$ cat config.mk
export PLATFORM = sky130hd
export DESIGN_NAME = swt_top
export DESIGN_NICKNAME = d
export VERILOG_FILES = /design/src/design/swt_timer.v /design/src/design/swt_top.v
export VERILOG_INCLUDE_DIRS = /design/src /design/src/inc
export SDC_FILE = /design/constraint.sdc
export NUM_CORES = 2
export LEC_CHECK = 0
export BUFFER_PORTS_ARGS = -buffer_cell sky130_fd_sc_hd__buf_2
export CORE_MARGIN = 3
export CORE_UTILIZATION = 45
export CTS_CLUSTER_DIAMETER = 40
export DETAILED_ROUTE_END_ITERATION = 12
export GPL_TIMING_DRIVEN = 0
export PLACE_DENSITY = 0.62
export SETUP_SLACK_MARGIN = 0.5
export SLEW_MARGIN = 25
export SYNTH_ARGS = -nofsm -noshare
export SYNTH_HDL_FRONTEND = slang
export SYNTH_SLANG_ARGS = --single-unit
export TNS_END_PERCENT = 5
$ cat constraint.sdc
create_clock -name CLOCK -period 13.5 [get_ports CLOCK]
set_input_delay 0 -clock CLOCK [delete_from_list [all_inputs] [get_ports CLOCK]]
set_output_delay 0 -clock CLOCK [all_outputs]
set_load 0.05 [all_outputs]
$ cat src/inc/swt_defs.vh
// Constants for the scan watchdog and timer block: register offsets,
// field positions, reset values and timing figures.
// Assumes a 250 MHz core clock and byte addresses on a 32-bit bus.
`ifndef SWT_DEFS_VH
`define SWT_DEFS_VH

// Clock rate in kHz, so a time in ms times this gives cycles.
`define SWT_CLK_KHZ 250000
// Time base of every count in ms.
`define SWT_TICK_MS 1
// Longest supply dropout that execution rides through, in ms.
`define SWT_DROP_MS 10

// Register byte offsets.
`define SWT_REG_CTRL 7'h00
`define SWT_REG_CMD 7'h04
`define SWT_REG_WD_LIMIT 7'h08
`define SWT_REG_WD_ELAPSED 7'h0c
`define SWT_REG_TASK_IVL 7'h10
`define SWT_REG_STATUS 7'h14
`define SWT_REG_IRQ_MASK 7'h18
`define SWT_REG_SCAN_LATEST 7'h1c
`define SWT_REG_SCAN_MAX 7'h20
`define SWT_REG_SCAN_MIN 7'h24
`define SWT_REG_TMR_EVAL 7'h28
`define SWT_REG_TMR_Q 7'h2c
`define SWT_REG_PRESET0 7'h30
`define SWT_REG_ELAPSED0 7'h3c
`define SWT_REG_STATE 7'h48

// Field positions.
`define SWT_CTRL_RUN 0
`define SWT_CMD_WD_RESTART 0
`define SWT_EVT_WD_ERR 0
`define SWT_EVT_PWR_HALT 1
`define SWT_EVT_TASK 2
`define SWT_EVT_SCAN 3
`define SWT_EVAL_IN_LSB 4

// Reset values.
`define SWT_CTRL_RST 1'b0
`define SWT_WD_LIMIT_RST 16'h00c8
`define SWT_TASK_IVL_RST 32'h0000_0000
`define SWT_SCAN_MIN_RST 32'hffff_ffff

// Timer kinds.
`define SWT_MODE_ON 2'h0
`define SWT_MODE_OFF 2'h1
`define SWT_MODE_PULSE 2'h2

`endif

$ cat src/design/swt_timer.v
// One elapsed-time timer of selectable kind: on-delay, off-delay or pulse.
// Assumes a free-running ms count from the parent and an evaluation strobe
// that stands for the program executing this timer once in a scan.
`timescale 1ns/100ps
`default_nettype none
`include "swt_defs.vh"

module swt_timer #(
	parameter [1:0] MODE = `SWT_MODE_ON
) (
	// Clock and reset.
	input wire clk,
	input wire rst,
	// Evaluation by the program.
	input wire eval,
	input wire in_lvl,
	input wire [31:0] preset,
	input wire [31:0] now,
	// Timer state.
	output reg [31:0] et_q,
	output reg q_q
);

	reg run_q;
	reg prev_q;
	reg [31:0] start_q;
	wire [31:0] sat;

	// Elapsed since start, held at the preset so it never runs past it.
	function [31:0] swt_sat;
		input [31:0] n;
		input [31:0] s;
		input [31:0] p;
		reg [31:0] e;
		begin
			e = n - s;
			swt_sat = (e >= p) ? p : e;
		end
	endfunction

	assign sat = swt_sat(now, start_q, preset);

	// State changes only on evaluation, never between evaluations.
	// update at evaluation
	always @(posedge clk) begin
		if (rst) begin
			et_q <= 32'h0000_0000;
			q_q <= 1'b0;
			run_q <= 1'b0;
			prev_q <= 1'b0;
			start_q <= 32'h0000_0000;
		end else if (eval) begin
			prev_q <= in_lvl;
			case (MODE)
			`SWT_MODE_ON: begin
				if (!in_lvl) begin
					et_q <= 32'h0000_0000;
					q_q <= 1'b0;
					run_q <= 1'b0;
				end else if (!run_q) begin
					run_q <= 1'b1;
					start_q <= now;
					et_q <= 32'h0000_0000;
					q_q <= (preset == 32'h0000_0000);
				end else begin
					et_q <= sat;
					q_q <= (sat == preset);
				end
			end
			`SWT_MODE_OFF: begin
				if (in_lvl) begin
					q_q <= 1'b1;
					run_q <= 1'b0;
					et_q <= 32'h0000_0000;
				end else if (q_q) begin
					if (!run_q) begin
						run_q <= 1'b1;
						start_q <= now;
						et_q <= 32'h0000_0000;
						q_q <= (preset != 32'h0000_0000);
					end else begin
						et_q <= sat;
						q_q <= (sat != preset);
					end
				end
			end
			`SWT_MODE_PULSE: begin
				if (run_q) begin
					et_q <= sat;
					if (sat == preset) begin
						q_q <= 1'b0;
						run_q <= 1'b0;
					end
				end else if (in_lvl && !prev_q) begin
					run_q <= (preset != 32'h0000_0000);
					start_q <= now;
					et_q <= 32'h0000_0000;
					q_q <= (preset != 32'h0000_0000);
				end else if (!in_lvl) begin
					et_q <= 32'h0000_0000;
				end
			end
			default: begin
				q_q <= 1'b0;
			end
			endcase
		end
	end

endmodule // swt_timer
`default_nettype wire

$ cat src/design/swt_top.v
// Scan timekeeping of a scan-driven controller CPU: watchdog, scan-time
// statistics, time-driven task interval, dropout handling, three timers.
// Assumes an Avalon-MM master on CLOCK, a same-clock scan start pulse from
// the sequencer, and asynchronous supply-good and manual reset pins.
//
// Function
// - Task fires once per programmed interval, 1 ms steps.
// - Dropout under 10 ms keeps running, outputs unchanged.
// - Longer dropout halts, outputs off, resumes after.
// - Scan time runs step-0 entry to next.
// - Keep largest, smallest, latest scan in ms.
// - Watchdog overrun stops, forces outputs off, flags.
// - Restart request sets watchdog elapsed to zero.
// - Error cleared by manual reset or stop.
// - Watchdog limit 1 to 65535 ms; code loads 0 when the low half is 0 but upper bits are set.
// - Timers count up in 1 ms, 32-bit presets.
// - Timer elapsed updates only when evaluated.
// - On-delay output on when elapsed equals preset.
// - Off-delay on with input, off after preset.
// - Pulse output ends at preset despite input.
// - Timer error bounded by scan plus evaluation delay.
`timescale 1ns/100ps
`default_nettype none
`include "swt_defs.vh"

module swt_top #(
	// Cycles per 1 ms tick; shorten in simulation.
	parameter [31:0] TICK_CYCLES = `SWT_TICK_MS * `SWT_CLK_KHZ,
	// Cycles of dropout tolerated before halting.
	parameter [31:0] DROP_CYCLES = `SWT_DROP_MS * `SWT_CLK_KHZ
) (
	// Clock and reset.
	input wire CLOCK,
	input wire RST,
	// Avalon-MM slave.
	input wire [6:0] AVS_ADDRESS,
	input wire AVS_READ,
	input wire AVS_WRITE,
	input wire [31:0] AVS_WRITEDATA,
	input wire [3:0] AVS_BYTEENABLE,
	output reg [31:0] AVS_READDATA,
	output wire AVS_WAITREQUEST,
	// Sequencer and pins.
	input wire SCAN_START,
	input wire PWR_OK,
	input wire MANUAL_RESET,
	// Results.
	output wire IRQ,
	output wire OUTPUT_EN,
	output wire CPU_HALT,
	output reg TASK_FIRE,
	output wire [2:0] TIMER_Q
);

	reg ack_q;
	reg run_mode_q;
	reg [15:0] wd_limit_q;
	reg [15:0] wd_elapsed_q;
	reg wd_err_q;
	reg [31:0] task_ivl_q;
	reg [31:0] task_cnt_q;
	reg [3:0] status_q;
	reg [3:0] status_d;
	reg [3:0] mask_q;
	reg [31:0] scan_cnt_q;
	reg [31:0] scan_latest_q;
	reg [31:0] scan_max_q;
	reg [31:0] scan_min_q;
	reg scan_seen_q;
	reg [31:0] tick_cnt_q;
	reg tick_q;
	reg [31:0] ms_now_q;
	reg [31:0] drop_cnt_q;
	reg pwr_halt_q;
	reg pwr_m_q;
	reg pwr_s_q;
	reg man_m_q;
	reg man_s_q;
	reg [31:0] preset_q [0:2];
	reg [2:0] eval_q;
	reg [2:0] eval_in_q;
	reg [31:0] rd_d;
	wire [31:0] et [0:2];
	wire wr_go;
	wire [31:0] be_m;
	wire running;
	wire wd_trip;
	wire wd_restart;
	wire stop_wr;
	wire task_hit;
	wire drop_long;
	wire [3:0] events;
	wire timer_q0;
	wire timer_q1;
	wire timer_q2;

	// Merge write data into a register under the byte mask.
	function [31:0] swt_merge;
		input [31:0] old;
		input [31:0] wd;
		input [31:0] m;
		begin
			swt_merge = (old & ~m) | (wd & m);
		end
	endfunction

	// Limit and mask words as a write would leave them, before narrowing.
	wire [31:0] lim_new = swt_merge({16'h0000, wd_limit_q}, AVS_WRITEDATA, be_m);
	wire [31:0] mask_new = swt_merge({28'h0000000, mask_q}, AVS_WRITEDATA, be_m);

	// Every request waits exactly one cycle, which gives the read mux a
	// registered path without slowing writes further.
	assign AVS_WAITREQUEST = (AVS_READ | AVS_WRITE) & ~ack_q;
	assign wr_go = AVS_WRITE & ack_q;
	assign be_m = {{8{AVS_BYTEENABLE[3]}}, {8{AVS_BYTEENABLE[2]}},
		{8{AVS_BYTEENABLE[1]}}, {8{AVS_BYTEENABLE[0]}}};

	// Execution stands still on error, long dropout or stop mode.
	// stop and outputs off
	assign running = run_mode_q & ~wd_err_q & ~pwr_halt_q;
	assign OUTPUT_EN = running;
	assign CPU_HALT = ~running;
	assign TIMER_Q = {3{running}} & {timer_q2, timer_q1, timer_q0};

	assign wd_restart = wr_go && (AVS_ADDRESS == `SWT_REG_CMD) && AVS_BYTEENABLE[0]
		&& AVS_WRITEDATA[`SWT_CMD_WD_RESTART];
	assign stop_wr = wr_go && (AVS_ADDRESS == `SWT_REG_CTRL) && AVS_BYTEENABLE[0]
		&& !AVS_WRITEDATA[`SWT_CTRL_RUN];
	assign wd_trip = running && (wd_elapsed_q > wd_limit_q);
	assign task_hit = running && tick_q && (task_ivl_q != 32'h0000_0000)
		&& (task_cnt_q + 32'h0000_0001 >= task_ivl_q);
	assign drop_long = (drop_cnt_q > DROP_CYCLES);

	// Pins pass two flip-flops before any logic reads them.
	always @(posedge CLOCK) begin
		if (RST) begin
			pwr_m_q <= 1'b1;
			pwr_s_q <= 1'b1;
			man_m_q <= 1'b0;
			man_s_q <= 1'b0;
		end else begin
			pwr_m_q <= PWR_OK;
			pwr_s_q <= pwr_m_q;
			man_m_q <= MANUAL_RESET;
			man_s_q <= man_m_q;
		end
	end

	// The 1 ms time base and the free-running ms count used by timers.
	// 1 ms resolution
	always @(posedge CLOCK) begin
		if (RST) begin
			tick_cnt_q <= 32'h0000_0000;
			tick_q <= 1'b0;
			ms_now_q <= 32'h0000_0000;
		end else begin
			tick_q <= (tick_cnt_q == TICK_CYCLES - 32'h0000_0001);
			if (tick_cnt_q == TICK_CYCLES - 32'h0000_0001) begin
				tick_cnt_q <= 32'h0000_0000;
				ms_now_q <= ms_now_q + 32'h0000_0001;
			end else begin
				tick_cnt_q <= tick_cnt_q + 32'h0000_0001;
			end
		end
	end

	// Dropout timing: a short dip leaves everything alone, a long one halts
	// until supply returns, then execution picks up again by itself.
	// short dip ignored
	always @(posedge CLOCK) begin
		if (RST) begin
			drop_cnt_q <= 32'h0000_0000;
			pwr_halt_q <= 1'b0;
		end else if (pwr_s_q) begin
			drop_cnt_q <= 32'h0000_0000;
			pwr_halt_q <= 1'b0;
		end else begin
			if (!drop_long) begin
				drop_cnt_q <= drop_cnt_q + 32'h0000_0001;
			end
			if (drop_long) begin
				pwr_halt_q <= 1'b1;
			end
		end
	end

	// Watchdog elapsed count and its latched error.
	always @(posedge CLOCK) begin
		if (RST) begin
			wd_elapsed_q <= 16'h0000;
			wd_err_q <= 1'b0;
		end else begin
			if (SCAN_START || wd_restart || !running) begin
				wd_elapsed_q <= 16'h0000;
			end else if (tick_q && wd_elapsed_q != 16'hffff) begin
				wd_elapsed_q <= wd_elapsed_q + 16'h0001;
			end
			// only these clear it; a trip in the same cycle wins.
			if (wd_trip) begin
				wd_err_q <= 1'b1;
			end else if (man_s_q || stop_wr) begin
				wd_err_q <= 1'b0;
			end
		end
	end

	// Scan time from one step-0 entry to the next, with extremes.
	// step 0 to step 0
	always @(posedge CLOCK) begin
		if (RST) begin
			scan_cnt_q <= 32'h0000_0000;
			scan_latest_q <= 32'h0000_0000;
			scan_max_q <= 32'h0000_0000;
			scan_min_q <= `SWT_SCAN_MIN_RST;
			scan_seen_q <= 1'b0;
		end else if (SCAN_START) begin
			scan_cnt_q <= 32'h0000_0000;
			scan_seen_q <= 1'b1;
			if (scan_seen_q) begin
				scan_latest_q <= scan_cnt_q;
				if (scan_cnt_q > scan_max_q) begin
					scan_max_q <= scan_cnt_q;
				end
				if (scan_cnt_q < scan_min_q) begin
					scan_min_q <= scan_cnt_q;
				end
			end
		end else if (tick_q && scan_cnt_q != 32'hffff_ffff) begin
			scan_cnt_q <= scan_cnt_q + 32'h0000_0001;
		end
	end

	// Time-driven task: one pulse per elapsed interval, not per scan.
	// fire once per interval
	always @(posedge CLOCK) begin
		if (RST) begin
			task_cnt_q <= 32'h0000_0000;
			TASK_FIRE <= 1'b0;
		end else begin
			TASK_FIRE <= task_hit;
			if (!running || task_ivl_q == 32'h0000_0000 || task_hit) begin
				task_cnt_q <= 32'h0000_0000;
			end else if (tick_q) begin
				task_cnt_q <= task_cnt_q + 32'h0000_0001;
			end
		end
	end

	// Sticky events; a new event beats a clear in the same cycle.
	assign events = {SCAN_START, task_hit, drop_long & ~pwr_halt_q, wd_trip & ~wd_err_q};
	always @* begin
		status_d = status_q;
		if (wr_go && AVS_ADDRESS == `SWT_REG_STATUS) begin
			status_d = status_q & ~(AVS_WRITEDATA[3:0] & be_m[3:0]);
		end
		status_d = status_d | events;
	end
	assign IRQ = |(status_q & mask_q);

	// Software-written registers.
	always @(posedge CLOCK) begin
		if (RST) begin
			ack_q <= 1'b0;
			run_mode_q <= `SWT_CTRL_RST;
			wd_limit_q <= `SWT_WD_LIMIT_RST;
			task_ivl_q <= `SWT_TASK_IVL_RST;
			status_q <= 4'h0;
			mask_q <= 4'h0;
			preset_q[0] <= 32'h0000_0000;
			preset_q[1] <= 32'h0000_0000;
			preset_q[2] <= 32'h0000_0000;
			eval_q <= 3'h0;
			eval_in_q <= 3'h0;
		end else begin
			ack_q <= (AVS_READ | AVS_WRITE) & ~ack_q;
			status_q <= status_d;
			eval_q <= 3'h0;
			if (wr_go) begin
				case (AVS_ADDRESS)
				`SWT_REG_CTRL: begin
					if (AVS_BYTEENABLE[0]) begin
						run_mode_q <= AVS_WRITEDATA[`SWT_CTRL_RUN];
					end
				end
				`SWT_REG_WD_LIMIT: begin
					// a zero word is held at 1 ms; nonzero upper bits let a zero low half through as 0
					wd_limit_q <= (lim_new == 32'h0000_0000) ? 16'h0001 : lim_new[15:0];
				end
				`SWT_REG_TASK_IVL: task_ivl_q <= swt_merge(task_ivl_q, AVS_WRITEDATA, be_m);
				`SWT_REG_IRQ_MASK: mask_q <= mask_new[3:0];
				`SWT_REG_PRESET0: preset_q[0] <= swt_merge(preset_q[0], AVS_WRITEDATA, be_m);
				`SWT_REG_PRESET0 + 7'h04: preset_q[1] <= swt_merge(preset_q[1], AVS_WRITEDATA, be_m);
				`SWT_REG_PRESET0 + 7'h08: preset_q[2] <= swt_merge(preset_q[2], AVS_WRITEDATA, be_m);
				`SWT_REG_TMR_EVAL: begin
					// evaluated when the program reaches it
					if (AVS_BYTEENABLE[0]) begin
						eval_q <= AVS_WRITEDATA[2:0];
						eval_in_q <= AVS_WRITEDATA[`SWT_EVAL_IN_LSB +: 3];
					end
				end
				default: ack_q <= 1'b0;
				endcase
			end
		end
	end

	// Read mux; unmapped addresses read as zero.
	always @* begin
		case (AVS_ADDRESS)
		`SWT_REG_CTRL: rd_d = {31'h0, run_mode_q};
		`SWT_REG_WD_LIMIT: rd_d = {16'h0, wd_limit_q};
		`SWT_REG_WD_ELAPSED: rd_d = {16'h0, wd_elapsed_q};
		`SWT_REG_TASK_IVL: rd_d = task_ivl_q;
		`SWT_REG_STATUS: rd_d = {28'h0, status_q};
		`SWT_REG_IRQ_MASK: rd_d = {28'h0, mask_q};
		`SWT_REG_SCAN_LATEST: rd_d = scan_latest_q;
		`SWT_REG_SCAN_MAX: rd_d = scan_max_q;
		`SWT_REG_SCAN_MIN: rd_d = scan_min_q;
		`SWT_REG_TMR_Q: rd_d = {29'h0, timer_q2, timer_q1, timer_q0};
		`SWT_REG_PRESET0: rd_d = preset_q[0];
		`SWT_REG_PRESET0 + 7'h04: rd_d = preset_q[1];
		`SWT_REG_PRESET0 + 7'h08: rd_d = preset_q[2];
		`SWT_REG_ELAPSED0: rd_d = et[0];
		`SWT_REG_ELAPSED0 + 7'h04: rd_d = et[1];
		`SWT_REG_ELAPSED0 + 7'h08: rd_d = et[2];
		`SWT_REG_STATE: rd_d = {28'h0, running, pwr_halt_q, wd_err_q, run_mode_q};
		default: rd_d = 32'h0000_0000;
		endcase
	end

	// Read data is captured in the wait cycle and stands at the accept edge.
	always @(posedge CLOCK) begin
		if (RST) begin
			AVS_READDATA <= 32'h0000_0000;
		end else if (AVS_READ && !ack_q) begin
			AVS_READDATA <= rd_d;
		end
	end

	// Timers: 0 on-delay, 1 off-delay, 2 pulse.
	swt_timer #(.MODE(`SWT_MODE_ON)) u_on_delay_timer (
		.clk(CLOCK), .rst(RST), .eval(eval_q[0]), .in_lvl(eval_in_q[0]),
		.preset(preset_q[0]), .now(ms_now_q), .et_q(et[0]), .q_q(timer_q0)
	);

	swt_timer #(.MODE(`SWT_MODE_OFF)) u_off_delay_timer (
		.clk(CLOCK), .rst(RST), .eval(eval_q[1]), .in_lvl(eval_in_q[1]),
		.preset(preset_q[1]), .now(ms_now_q), .et_q(et[1]), .q_q(timer_q1)
	);

	swt_timer #(.MODE(`SWT_MODE_PULSE)) u_pulse_timer (
		.clk(CLOCK), .rst(RST), .eval(eval_q[2]), .in_lvl(eval_in_q[2]),
		.preset(preset_q[2]), .now(ms_now_q), .et_q(et[2]), .q_q(timer_q2)
	);

endmodule // swt_top
`default_nettype wire

* After elaboration in Yosys (flattened, before gate mapping) *
Memories as Yosys holds them, arrays and structs flattened.
Index checks and enable logic that the tools add are counted.

word-level totals
  RAM bits = 96
  memories kept = 1
  word-level logic and storage cells = 230
  register bits after elaboration = 576
  output and inout port bits = 40

memory list
  name      words  width  read ports  clocked after Yosys merged registers in  wr ports  RTL line      text
  preset_q  3      32     3           0                                        3         swt_top.v:79  reg [31:0] preset_q [0:2];

cells by class
  muxes and demuxes = 49
  reduce and logical (&&, ||, !) cells = 56
  eq/ne operators = 26
  $lt $le $gt $ge = 8
  add/sub/neg operators = 9
  bitwise logic cells = 41

operator list
  operator                                                                 count
  32-bit case mux with 17 select lines                                     1
  32-bit 2-to-1 mux                                                        14
  32-bit by 1-bit adder with 32-bit output (second input constant)         5
  32-bit bitwise AND                                                       5
  32-bit bitwise OR                                                        5
  32-bit >= comparator                                                     4
  32-bit logical NOT                                                       3
  32-bit nonzero test                                                      3
  32-bit subtractor                                                        3
  32-bit == test                                                           2
  7-bit by 6-bit == test with 1-bit output (second input constant)         8
  16-bit by 32-bit bitwise AND with 32-bit output                          1
  32-bit by 18-bit == test with 1-bit output (second input constant)       1
  32-bit by 22-bit > comparator with 1-bit output (second input constant)  1
  32-bit > comparator                                                      1
  32-bit < comparator                                                      1
  1-bit 2-to-1 mux                                                         32
  32-bit inequality test                                                   1
  32-bit inequality test (second input constant)                           1
  32-bit NOT                                                               1
  7-bit by 5-bit == test with 1-bit output (second input constant)         4
  7-bit == test (second input constant)                                    3
  3-bit AND reduction                                                      7
  16-bit by 1-bit adder with 16-bit output (second input constant)         1
  other kinds (25)                                                         81

* Longest topological paths before layout *
  word-level depth = 8
  depth in mapped cells = 25

* Cells and area by module *
A second synthesis with hierarchy kept.

second synthesis, totals
  cells, all modules = 5525
  area total of the unflattened synthesis = 44415.1 µm²

modules (own cells, without submodules)
  module                         times used  area each (µm²)  seq. area each (µm²)  cells each
  swt_top                        1           26022.5          10430.0               3087
  swt_timer (u_on_delay_timer)   1           6209.7           1321.3                819
  swt_timer (u_pulse_timer)      1           6179.7           1341.3                812
  swt_timer (u_off_delay_timer)  1           6003.3           1321.3                807

* Worst setup path before layout *
Ideal clock, no wire load.

  path type = reg2reg
  start = reg ms_now_q[1]
  end = reg u_on_delay_timer.et_q[13]
  library setup time = 128 ps
  path buffers = 1
  stages on the path, launching flop included = 21
  setup slack = 8465 ps
  data required time = 13372 ps
  period minus slack after synthesis = 5035 ps
  data arrival time = 4907 ps
  path through = dfxtp_1 ha_1 nor2b_1 o31a_1 a311oi_2 a31oi_1 a211oi_2 o21ai_0 xnor2_1 ha_1 a21o_1 a21o_1 a21oi_1 o21ai_0 a2111oi_0 o31a_1 nor4_1 o31ai_4 buf_2 mux2i_1 o21ai_0

between the ends
  word-level cells in the longest chain between the ends = 5

ends and longest elaborated chain
  what                      RTL line        text
  start: declaration        swt_top.v:72    reg [31:0] ms_now_q;
  start signal: assignment  swt_top.v:160   ms_now_q <= ms_now_q + 32'h0000_0001;
  32-bit subtractor (*)     swt_timer.v:36  e = n - s;
  32-bit >= comparator      swt_timer.v:37  swt_sat = (e >= p) ? p : e;
  32-bit 2-to-1 mux (*)     swt_timer.v:37
  32-bit 2-to-1 mux (*)     swt_timer.v:60  end else if (!run_q) begin
  32-bit 2-to-1 mux (*)     swt_timer.v:56  if (!in_lvl) begin
  end signal: assignment    swt_timer.v:66  et_q <= sat;
  end signal: assignment    swt_timer.v:82  et_q <= sat;
  end signal: assignment    swt_timer.v:89  et_q <= sat;
  end: declaration          swt_timer.v:20  output reg [31:0] et_q,

Every way passes the cells marked *; elsewhere a longest branch is shown, timed or not.
A chain may end at the register's enable or synchronous reset.

* Final worst setup path *
  start = reg ms_now_q[1]
  end = reg u_on_delay_timer.et_q[4]

Same word-level chain as after synthesis.

==> flow_metrics.env <==
export IMPL_die_area_um2=96700
export IMPL_fin_worst_skew_ns=0.0622
export IMPL_max_flop_register="preset_q"
export IMPL_cap_violations=0
export IMPL_gr_total_overflow=0
export IMPL_final_setup_viol_count=0
export IMPL_async_reset_ff_share_pct=0
export IMPL_detail_route_antenna_nets=0
export IMPL_synth_area_um2=41800
export IMPL_synth_seq_area_share_pct=34.5
export IMPL_fin_area_um2=48500
export IMPL_min_path_type="input port to flop"
export IMPL_clkSlewWorstSetupHoldPaths_ns=0.05
export IMPL_maxSlewHeadroom_pct=16.6
export IMPL_cts_max_level=3
export IMPL_setup_tns_ns=0
export IMPL_syn_to_final_growth_pct=15.9
export IMPL_endpoint_kind="flop"
export IMPL_synth_nets=5474
export IMPL_dr_total_vias=40400
export IMPL_cts_setup_buffers=0
export IMPL_insertion_delay_ns=0.73
export IMPL_dp_cells=6444
export IMPL_seqCellArea_um2=14400
export IMPL_remaining_drc_errors=0
export IMPL_ys_seq_elements=672
export IMPL_cts_sinks=672
export IMPL_largest_reg_flops=96
export IMPL_cts_tree="yes"
export IMPL_dpl_cell_area_um2=43900
export IMPL_yosysWarnings=0
export IMPL_synthFlopType="dfxtp_1"
export IMPL_cts_resized=0
export IMPL_drive_above_1_share_pct=7.12
export IMPL_dp_hpwl_mm=139
export IMPL_n_fill_cell=8825
export IMPL_wl_mm=177
export IMPL_slew_violations=0
export IMPL_path_class="flop to flop"
export IMPL_cts_root_buffer="clkbuf_16"
export IMPL_io_pins=90
export IMPL_core_area_um2=91900
export IMPL_grt_pass1_wl_mm=255
export IMPL_synth_area_per_cell_um2=8.18
export IMPL_dr_first_iter_drc_count=5198
export IMPL_reg2reg_slack_ns=6.39
export IMPL_ir_worst_vdd_mv=0.109
export IMPL_fp_row_count=111
export IMPL_finalPower_mw=5.50
export IMPL_worst_pin_slew_ns=1.25
export IMPL_die_width_um=311
export IMPL_grt_use_total_pct=35.4
export IMPL_drt_pass1_iterations=9
export IMPL_critPathMaxFanout=12
export IMPL_max_freq_mhz=141
export IMPL_min_period_ns=7.11
export IMPL_cellLeakagePower_nw=20.0
export IMPL_nNetsFinal=5725
export IMPL_rsz0062_at_grt="false"
export IMPL_grt_pass1_vias=37400
export IMPL_initial_core_util_pct=45.5
export IMPL_p_per_area_nw_per_um2=113
export IMPL_grt_max_degree=33
export IMPL_fin_cells=6709
export IMPL_synthCells=5114
export IMPL_synth_edff_count=96
export IMPL_wl_per_cell_um=26.4
export IMPL_status="finished, final reports clean"
export IMPL_min_period_over_period_pct=52.6
export IMPL_place_gp_congestion=1.11
export IMPL_vias_per_cell=6.02
export IMPL_final_util_pct=52.7
export IMPL_numCtsBuffers=117
export IMPL_multi_input_area_um2=25100
export IMPL_worstPathRequired_ns=14.07
export IMPL_cts_max_path_buffers=3
export IMPL_die_h_um=311
export IMPL_arrival_ns=7.68
export IMPL_antenna_found_initial=5
export IMPL_portBuffers=85
export IMPL_hold_viol=0
export IMPL_yosys_cell_types_count=95
export IMPL_startpoint_type="flop"
==> worst paths after layout <==
path                                               start                               endpoint  cells after the start
worst max-delay path            ms_now_q[1]$_SDFFE_PP0P_  u_on_delay_timer.et_q[4]$_SDFFE_PP0P_                     20
worst min-delay path                        MANUAL_RESET                     man_m_q$_SDFF_PP0_                      3
worst max register to register  ms_now_q[1]$_SDFFE_PP0P_  u_on_delay_timer.et_q[4]$_SDFFE_PP0P_                     20
worst min register to register        pwr_m_q$_SDFF_PP1_                     pwr_s_q$_SDFF_PP1_                      1
==> cell families (layout without fill, tap and decap cells) <==
group	after synthesis	count (layout)	share of synthesized area, %
AO/OA/AOI/OAI	1170	1170	18.3
buffers and inverters	603	954	5.52
AND/OR/NAND/NOR	1833	1833	20.6
adder cells (fa/ha/maj)	310	310	9.32
multiplexers	187	187	4.48
other	0	1	0
XOR/XNOR	339	339	7.38
flip-flops	672	672	34.5
==> cells in the final DEF, fill, tap and decap left out, types with 32 or more instances in the layout <==
cell             n
nand4_1        104
inv_1          335
buf_2          109
xor2_1         155
nor3_1          67
a211o_1         39
clkbuf_16      119
nand3_1        104
dlygate4sd3_1   45
mux2i_1        185
nor2_1         541
a21oi_1        363
xnor2_1        175
a21o_1          99
nor2b_1        124
or3_1           36
nor4_1          66
a22oi_1         83
and4_1          32
o21ai_0        261
edfxtp_1        96
clkbuf_1       234
o21a_1          42
and3_1          53
a221oi_1        33
ha_1           307
nand2_1        586
dfxtp_1        576
==> critical path: stages, from the launching register on <==
cell and delay (ns):
dfxtp_1 0.83, ha_1 0.35, nor2b_1 0.14, o31a_1 0.36, a311oi_2 0.44, a31oi_1 0.29
a211oi_2 0.37, o21ai_0 0.15, xnor2_1 0.56, ha_1 0.37, a21o_1 0.18, a21o_1 0.16
a21oi_1 0.14, o21ai_0 0.17, a2111oi_0 0.41, o31a_1 0.23, nor4_1 0.10, o31ai_4 0.44
buf_2 0.41, mux2i_1 0.69, o21ai_0 0.15
==> what timing repair did <==
item / in CTS / in global routing
endpoints found under the setup margin: 0 / 0
endpoints found under the hold margin: 89 / 0
hold buffers: 45 / 0
==> power breakdown <==
group / internal [mW] / leakage (nW) / total, mW / switching (mW)
logic: 0.0800 / 12.4 / 0.276 / 0.196
registers: 2.06 / 5.64 / 2.11 / 0.0548
clock network: 1.93 / 2.00 / 3.11 / 1.18
==> layout make-up <==
class | count | share of cell area (%)
inverter | 335 | 2.59
sequential | 672 | 29.7
clock buffer | 132 | 6.39
timing repair buffer | 132 | 1.88
tap | 1243 | 3.21
multi-input combinational | 3839 | 51.8
buffer | 268 | 2.18
clock inverter | 87 | 2.17
antenna | 1 | 0.00516
==> metrics by stage <==
step	hold WS, ns	setup WS [ns]
floorplan	0.104	8.46
global placement	0.197	6.52
detailed placement	0.200	6.55
CTS	0.00904	6.55
global route	0.0794	6.07
finish	0.0410	6.39
==> routing by layer <==
metal	global-route usage (%)	part of all wire, %	vias up
li1	-	-	18600
met1	47.4	42	19000
met2	51.3	41	2173
met3	8.31	9.9	559
met4	22.0	7.7	0
met5	0	0	-
==> cells in the mapped netlist (all sizes together) (34+ instances only) <==
master | count | share of area, %
nor2b | 124 | 1.9
nand4 | 104 | 1.6
a22oi | 83 | 1.5
nand2 | 586 | 5.3
or3 | 36 | 0.54
nor3 | 68 | 0.81
a21oi | 364 | 4.4
clkbuf | 236 | 2.1
nor4 | 67 | 1.0
a221oi | 34 | 0.73
dfxtp | 576 | 28
a21o | 102 | 1.8
inv | 335 | 3.0
xor2 | 155 | 3.2
a211o | 39 | 0.82
edfxtp | 96 | 6.9
mux2i | 185 | 4.4
o21ai | 270 | 3.3
nor2 | 542 | 4.9
and3 | 53 | 0.79
xnor2 | 176 | 3.7
o21a | 42 | 0.75
nand3 | 104 | 1.2
ha | 307 | 9.2
No activity file was read; power rests on OpenSTA's default activity.
